===== src/sarcc_params.svh =====
// Purpose: Named constants for the conversion sequencer.
// Assumes: System clock of 250 MHz.
// Notes:   Times are kept in their own unit; cycle counts derive from them.
`ifndef SARCC_PARAMS_SVH
`define SARCC_PARAMS_SVH

`define SARCC_CLK_PERIOD_PS   4000
`define SARCC_NBITS           12
`define SARCC_GATED_CYCLES    13
`define SARCC_DONE_DELAY_NS   40
`define SARCC_DONE_DELAY_CYC  ((`SARCC_DONE_DELAY_NS * 1000) / `SARCC_CLK_PERIOD_PS)
`define SARCC_CONV_PW_NS      100
`define SARCC_DIV_HALF        8'h04
`define SARCC_STEP_W          4
`define SARCC_DLY_W           4
`define SARCC_ALL_ONES        12'hfff
`define SARCC_MSB_TRIAL       12'h7ff

`endif


===== src/sarcc_pkg.sv =====
// Purpose: Shared types of the conversion sequencer.
// Assumes: Included parameters header supplies the word width; the state type is a fixed 2 bits.
// Notes:   Output word travels as one packed struct.
`include "sarcc_params.svh"

package sarcc_pkg;

    typedef logic [`SARCC_NBITS-1:0] sarcc_word_t;

    typedef enum logic [1:0]
    {
        SARCC_IDLE,
        SARCC_ARMED,
        SARCC_STEP,
        SARCC_HOLD
    } sarcc_state_t;

    typedef struct packed
    {
        sarcc_word_t data_n;
        logic        msb_inv;
        logic        status;
        logic        clk_out;
    } sarcc_out_t;

endpackage


===== src/sarcc_sync.sv =====
// Purpose: Two-stage synchroniser for pin inputs.
// Assumes: Input is asynchronous to clock.
// Notes:   The first stage feeds only the second stage.
`timescale 1ns/1ps

module sarcc_sync
(
    input  wire logic clock,
    input  wire logic srst,
    input  wire logic async_in,
    output logic      sync_out
);
    import sarcc_pkg::*;

    typedef struct packed
    {
        logic meta;
        logic stable;
    } sarcc_sync_st_t;

    sarcc_sync_st_t s_q;
    sarcc_sync_st_t s_d;

    always_comb
    begin
        s_d        = s_q;
        s_d.meta   = async_in;
        s_d.stable = s_q.meta;
        if (srst)
        begin
            s_d = '0;
        end
    end

    always_ff @(posedge clock)
    begin
        s_q <= s_d;
    end

    assign sync_out = s_q.stable;
endmodule


===== src/sarcc_clkgen.sv =====
// Purpose: Produces the gated conversion clock as a divided strobe.
// Assumes: Runs only while enabled; held low while inhibited.
// Notes:   Emits one-cycle pulses on its rising and falling edges.
`timescale 1ns/1ps
`include "sarcc_params.svh"

module sarcc_clkgen
(
    input  wire logic clock,
    input  wire logic srst,
    input  wire logic run,
    output logic      gclk,
    output logic      rise,
    output logic      fall
);
    import sarcc_pkg::*;

    typedef struct packed
    {
        logic [7:0] cnt;
        logic       lvl;
    } sarcc_cg_t;

    sarcc_cg_t c_q;
    sarcc_cg_t c_d;
    logic      wrap;

    always_comb
    begin
        c_d  = c_q;
        wrap = (c_q.cnt == `SARCC_DIV_HALF - 8'h01);
        if (!run)
        begin
            c_d = '0;
        end
        else if (wrap)
        begin
            c_d.cnt = 8'h00;
            c_d.lvl = ~c_q.lvl;
        end
        else
        begin
            c_d.cnt = c_q.cnt + 8'h01;
        end
        if (srst)
        begin
            c_d = '0;
        end
    end

    always_ff @(posedge clock)
    begin
        c_q <= c_d;
    end

    // Clock is low while inhibited, so the first edge out is a rising one.
    assign gclk = c_q.lvl;
    assign rise = run && wrap && !c_q.lvl;
    assign fall = run && wrap && c_q.lvl;
endmodule


===== src/sarcc_top.sv =====
// Purpose: Sequencing logic of a 12-bit successive-approximation converter.
// Assumes: Comparator and request are pins, synchronised here; single clock.
// Notes:   The gated clock is a divided strobe of the system clock.
`timescale 1ns/1ps
`include "sarcc_params.svh"

// Notes on behaviour
// - Status high from request arrival until conversion ends.
// - Request arrival sets status flag.
// - Status high lets gated clock run 13 cycles.
// - Request falling edge initialises register, step count, inhibit.
// - First step: MSB trial low, others high.
// - Step n keeps bit n, trials bit n+1.
// - Stepping ends with LSB decision, twelfth step.
// - Decide from comparator, MSB to LSB.
// - Trial register drives outputs and feedback converter.
// - Status clears 40 ns after final decision.
// - Clearing status reinhibits clock, held low.
// - Data outputs change only on gated clock rising edges and request falling edge.
// - Thirteen falling edges; first loads invalid bit.
// - Output bits are complement of binary result.
// - MSB or inverted MSB selects coding.
module sarcc_top
(
    input  wire logic                  clock,
    input  wire logic                  srst,
    input  wire logic                  convert_req,
    input  wire logic                  comp_keep,
    output sarcc_pkg::sarcc_word_t     data_n,
    output logic                       msb_inv,
    output logic                       status,
    output logic                       gated_clk,
    output sarcc_pkg::sarcc_word_t     dac_code,
    output sarcc_pkg::sarcc_out_t      out_bundle
);
    import sarcc_pkg::*;

    typedef struct packed
    {
        sarcc_state_t             state;
        logic                     req_prev;
        logic                     status;
        logic                     inhibit;
        sarcc_word_t              trial;
        logic [`SARCC_STEP_W-1:0] step;
        logic [`SARCC_STEP_W-1:0] falls;
        logic [`SARCC_DLY_W-1:0]  dly;
    } sarcc_st_t;

    sarcc_st_t r_q;
    sarcc_st_t r_d;
    logic      req_s;
    logic      comp_s;
    logic      g_rise;
    logic      g_fall;
    logic      g_lvl;

    // Position of the bit being decided at step n (1-based, MSB = step 1).
    function automatic sarcc_word_t bit_mask(input logic [`SARCC_STEP_W-1:0] n);
        sarcc_word_t m;
        m = '0;
        if ((n != '0) && (n <= `SARCC_STEP_W'(`SARCC_NBITS)))
        begin
            m[`SARCC_NBITS - 32'(n)] = 1'b1;
        end
        return m;
    endfunction

    sarcc_sync u_req_sync
    (
        .clock    (clock),
        .srst     (srst),
        .async_in (convert_req),
        .sync_out (req_s)
    );

    sarcc_sync u_cmp_sync
    (
        .clock    (clock),
        .srst     (srst),
        .async_in (comp_keep),
        .sync_out (comp_s)
    );

    sarcc_clkgen u_clkgen
    (
        .clock (clock),
        .srst  (srst),
        .run   (!r_q.inhibit),
        .gclk  (g_lvl),
        .rise  (g_rise),
        .fall  (g_fall)
    );

    always_comb
    begin
        r_d          = r_q;
        r_d.req_prev = req_s;
        unique case (r_q.state)
            SARCC_IDLE:
            begin
                // Leading edge of the request raises status; the clock stays
                // inhibited until the trailing edge starts the conversion.
                if (req_s && !r_q.req_prev)
                begin
                    r_d.status = 1'b1;
                    r_d.state  = SARCC_ARMED;
                end
            end
            SARCC_ARMED:
            begin
                if (!req_s && r_q.req_prev)
                begin
                    r_d.trial   = `SARCC_ALL_ONES;
                    r_d.step    = '0;
                    r_d.falls   = '0;
                    r_d.inhibit = 1'b0;
                    r_d.state   = SARCC_STEP;
                end
            end
            SARCC_STEP:
            begin
                // Requests seen here are ignored until status drops.
                if (g_fall)
                begin
                    r_d.falls = r_q.falls + `SARCC_STEP_W'(1);
                end
                if (g_rise)
                begin
                    if (r_q.step == '0)
                    begin
                        r_d.trial = `SARCC_MSB_TRIAL;
                    end
                    else
                    begin
                        // Keep or reject bit n, then trial bit n+1.
                        r_d.trial = comp_s ? r_q.trial
                                           : (r_q.trial | bit_mask(r_q.step));
                        r_d.trial = r_d.trial & ~bit_mask(r_q.step + `SARCC_STEP_W'(1));
                    end
                    r_d.step = r_q.step + `SARCC_STEP_W'(1);
                    if (r_q.step == `SARCC_STEP_W'(`SARCC_NBITS))
                    begin
                        r_d.dly   = '0;
                        r_d.state = SARCC_HOLD;
                    end
                end
            end
            SARCC_HOLD:
            begin
                r_d.dly = r_q.dly + `SARCC_DLY_W'(1);
                // Stop the clock on its thirteenth fall. Otherwise the hold period
                // outlasts one clock period and lets a fourteenth rise out.
                if (g_fall)
                begin
                    r_d.falls   = r_q.falls + `SARCC_STEP_W'(1);
                    r_d.inhibit = 1'b1;
                end
                if (r_q.dly == `SARCC_DLY_W'(`SARCC_DONE_DELAY_CYC - 1))
                begin
                    r_d.status  = 1'b0;
                    r_d.inhibit = 1'b1;
                    r_d.state   = SARCC_IDLE;
                end
            end
        endcase
        if (srst)
        begin
            r_d          = '0;
            r_d.state    = SARCC_IDLE;
            r_d.inhibit  = 1'b1;
            r_d.trial    = `SARCC_ALL_ONES;
        end
    end

    always_ff @(posedge clock)
    begin
        r_q <= r_d;
    end

    // The trial register holds the complemented code: a kept bit is a 0 at
    // the pin, so the register drives the pins directly as negative-true.
    assign data_n    = r_q.trial;
    assign dac_code  = ~r_q.trial;
    assign msb_inv   = ~r_q.trial[`SARCC_NBITS-1];
    assign status    = r_q.status;
    assign gated_clk = g_lvl & ~r_q.inhibit;

    always_comb
    begin
        out_bundle         = '0;
        out_bundle.data_n  = data_n;
        out_bundle.msb_inv = msb_inv;
        out_bundle.status  = status;
        out_bundle.clk_out = gated_clk;
    end
endmodule


===== config.mk =====
export PLATFORM = sky130hd
export DESIGN_NAME = sarcc_top
export DESIGN_NICKNAME = d
export VERILOG_FILES = /design/src/sarcc_pkg.sv /design/src/sarcc_sync.sv /design/src/sarcc_clkgen.sv /design/src/sarcc_top.sv
export VERILOG_INCLUDE_DIRS = /design/src /design/src/src
export SDC_FILE = /design/constraint.sdc
export NUM_CORES = 1
export LEC_CHECK = 0
export ABC_CLOCK_PERIOD_IN_PS = 3100
export BUFFER_PORTS_ARGS = -buffer_cell sky130_fd_sc_hd__buf_2
export CAP_MARGIN = 10
export CORE_UTILIZATION = 55
export DETAILED_ROUTE_END_ITERATION = 7
export GPL_ROUTABILITY_DRIVEN = 0
export PLACE_DENSITY = 0.76
export SLEW_MARGIN = 10
export SYNTH_ARGS = -nofsm -noshare
export SYNTH_HDL_FRONTEND = slang
export SYNTH_SLANG_ARGS = --single-unit

===== constraint.sdc =====
create_clock -name clock -period 3.1 [get_ports clock]
set_clock_uncertainty 0.15 [all_clocks]
set_input_delay 0.155 -clock clock [delete_from_list [all_inputs] [get_ports clock]]
set_output_delay 0.155 -clock clock [all_outputs]
set_load 0.005 [all_outputs]

==> out/qor.txt <==
status -> finished, final reports clean
Synth Area in XOR/XNOR -> 0.0267
WP buf/inv -> 1
Final ANT Viol Nets -> 0
worst-skew pair later-pin latency -> 290 ps
Tot GR Track Use -> 0.220
period utilization -> 0.805
Routed WL -> 4470 um
sequential fraction of design power -> 0.502
Mapped Cells -> 277
cell accounting for the most synthesized area -> dfxtp_1
fillcell total -> 383
fraction of registers with async set/reset -> 0
Via Count -> 1862
f_max -> 400 MHz
# IOs -> 46
first-pass GRT wire length -> 7380 um
Die Height -> 66.7 um
largest family of logic cells by synthesized area -> simple AND/OR/NAND/NOR gates
PwrDens -> 425 nW/um^2
Max VDD drop -> 317 uV
global route overflow -> 0
largest net degree at the start of global routing -> 23
Max Root-Sink Buffers -> 2
area grow syn2layout -> 5.55%
crit path time final -> 2500 ps
Pleak -> 1.05 nW
Die W -> 66.7 um
Finish-stage setup viols -> 0
wire per inst -> 12.9 um
via/cell ratio -> 5.38
top_reg_cell synth -> dfxtp_1
vias in the first global route -> 1627
clock sinks -> 38
DRC Markers -> 0
Final WS setup -> 603 ps
critical path cell sequence -> inv_1 -> ha_1 -> a211oi_2 -> nand4_1 -> nor3_1 -> a21oi_1
CTS tree -> built
DP HPWL -> 3350 um
Reg clk slew, reported paths -> 70 ps
Mapped Area -> 2300 sq um
H-tree depth -> 2
hold crit path type -> primary input to register
setup TNS -> 0 ps
CTS buffer count -> 5
Seq/Total Area, Yosys -> 0.331
Comb pwr share -> 0.162
CP max FO -> 10
number of synthesized flops with an enable pin -> 0
crit start category -> register
Post-Synth Adder-Cell Area -> 0.0762
synth unique cells -> 50
Ys Warns -> 0
actual slew at the worst max-slew pin -> 562 ps
Internal -> 749 uW
Post-synth top cells -> dfxtp_1 (38), buf_4 (30), nor2_1 (24), a21oi_1 (23), inv_1 (22)
First-pass DRT Iterations -> 4
post-CTS sizing -> 0
fin nets -> 313
Setup WS pre-CTS -> 609 ps
Max Slew Vio Count -> 0
fin util -> 0.607
DR iter-0 viols -> 72
worst endpoint data arrival time -> 2520 ps
post-synthesis average cell area -> 8.30 sq um
Worst Setup Path Type -> register to register
die area -> 4440 sq um
Critical Path Sink Type -> register
clock share of power -> 0.336
Core ar. -> 4000 sq um
Ant. Diodes -> 0
# rows -> 23
mux cell area share after synthesis -> 0.0131
share of layout cells above drive strength 1 -> 0.209
Post-Synth Simple-Gate Area -> 0.217
Net Count, Synth -> 295
CTS root buf -> clkbuf_8
synth top area cells -> dfxtp_1 (33%), buf_4 (9.8%), ha_1 (7.6%)
Sw Ratio -> 0.274
RSZ-0062 raised after global routing -> no
Slew HR -> 0.624
synthesized flop and latch total -> 38
top cell type's share of synthesized area -> 0.331
PortBufs -> 45
slowest stage cell, crit path -> dfxtp_1
CP Data Required Time -> 3120 ps
Initial Util -> 0.575
antenna violations before repair -> 0
Final Hold Vio Count -> 0
slowest stage delay, CP -> 510 ps
overall power -> 1.03 mW
most common cell in the netlist -> dfxtp_1
Synth Area in Compound Gates -> 0.177
Max Cap Viol -> 0
CP delay by family, top -> simple AND/OR/NAND/NOR gates
P_sw -> 283 uW
==> layer usage <==
layer | vias to the layer above | GRT usage | part of all wire
li1 | 960 | - | -
met1 | 851 | 0.259 | 0.45
met2 | 45 | 0.384 | 0.49
met3 | 6 | 0.0514 | 0.041
met4 | 0 | 0.0798 | 0.013
met5 | - | 0 | 0
==> registers in the layout (all words and copies together), names as in the netlist <==
name and count:
u_clkgen.c_q 8, u_cmp_sync.sync_out 1, u_req_sync.s_q 1, u_cmp_sync.s_q 1, u_req_sync.sync_out 1, r_q 12
u_clkgen.gclk 1, data_n 12, status 1
==> cell families (layout without fill, tap and decap cells) <==
logic type,Yosys count,count (layout)
buffers and inverters,60,79
muxes,3,3
and+or+nand+nor,90,90
adders and majority gates,14,14
xor gates and xnor gates,7,7
DFF,38,38
AOI/OAI and AO/OA,65,65
==> layout by cell type, fill, tap and decap left out, types with 3 or more instances in the layout <==
cell / n
mux2i_1: 3
a32oi_1: 4
nand2_1: 12
xnor2_1: 5
nand2b_1: 8
ha_1: 14
nor2b_1: 10
nor2_1: 24
clkbuf_8: 6
nor3_1: 5
a21oi_1: 23
o21ai_0: 17
buf_2: 45
dfxtp_1: 38
inv_1: 22
nand3_1: 12
==> timing repair <==
item,4_1_cts,5_1_grt
endpoints found under the hold margin,2,0
buffers inserted,0,0
hold buffers,2,0
endpoints found under the setup margin,0,0
==> metrics by stage <==
step | instances | hold WS, ps | area, sq um
6_report | 346 | 128 | 2430
5_1_grt | 346 | 144 | 2430
4_1_cts | 346 | 125 | 2430
3_5_place_dp | 336 | 220 | 2320
3_3_place_gp | 336 | 219 | 2320
2_1_floorplan | 277 | 133 | 2300
==> path summary, 6_finish.rpt <==
| path | startpoint | to | slack [ps] | cells after the start |
|---|---|---|---|---|
| max | r_q[8]$_SDFFE_PP0P_ | data_n[5]$_SDFFE_PP1P_ | 600 | 6 |
| max reg2reg | r_q[8]$_SDFFE_PP0P_ | data_n[5]$_SDFFE_PP1P_ | 600 | 6 |
| min reg2reg | u_cmp_sync.s_q[1]$_SDFF_PP0_ | u_cmp_sync.sync_out$_SDFF_PP0_ | 290 | 1 |
| min | srst | status$_SDFFE_PP0P_ | 130 | 2 |
==> worst reg2reg max path, stage by stage, from the launching register on <==
cell	delay, ps
dfxtp_1	510
inv_1	160
ha_1	340
a211oi_2	450
nand4_1	310
nor3_1	340
a21oi_1	120
==> cell type report <==
class / count / area (sq um) / area share
Multi-Input combinational cell: 179 / 1170 / 0.483
Sequential cell: 38 / 761 / 0.313
Clock buffer: 7 / 86.3 / 0.0356
Inverter: 23 / 87.6 / 0.0361
Tap cell: 50 / 62.6 / 0.0258
Timing Repair Buffer: 48 / 253 / 0.104
Clock inverter: 1 / 5.00 / 0.00206
==> power by group through the flow <==
stage	Combinational, mW	Clock (mW)	Sequential [mW]
final	0.167	0.347	0.519
after global routing	0.190	0.379	0.521
after CTS	0.167	0.357	0.519
after detailed placement	0.163	0	0.530
after global placement	0.160	0	0.528
after floorplan	0.140	0	0.527
Note: power is estimated with default switching activity, not from simulation.
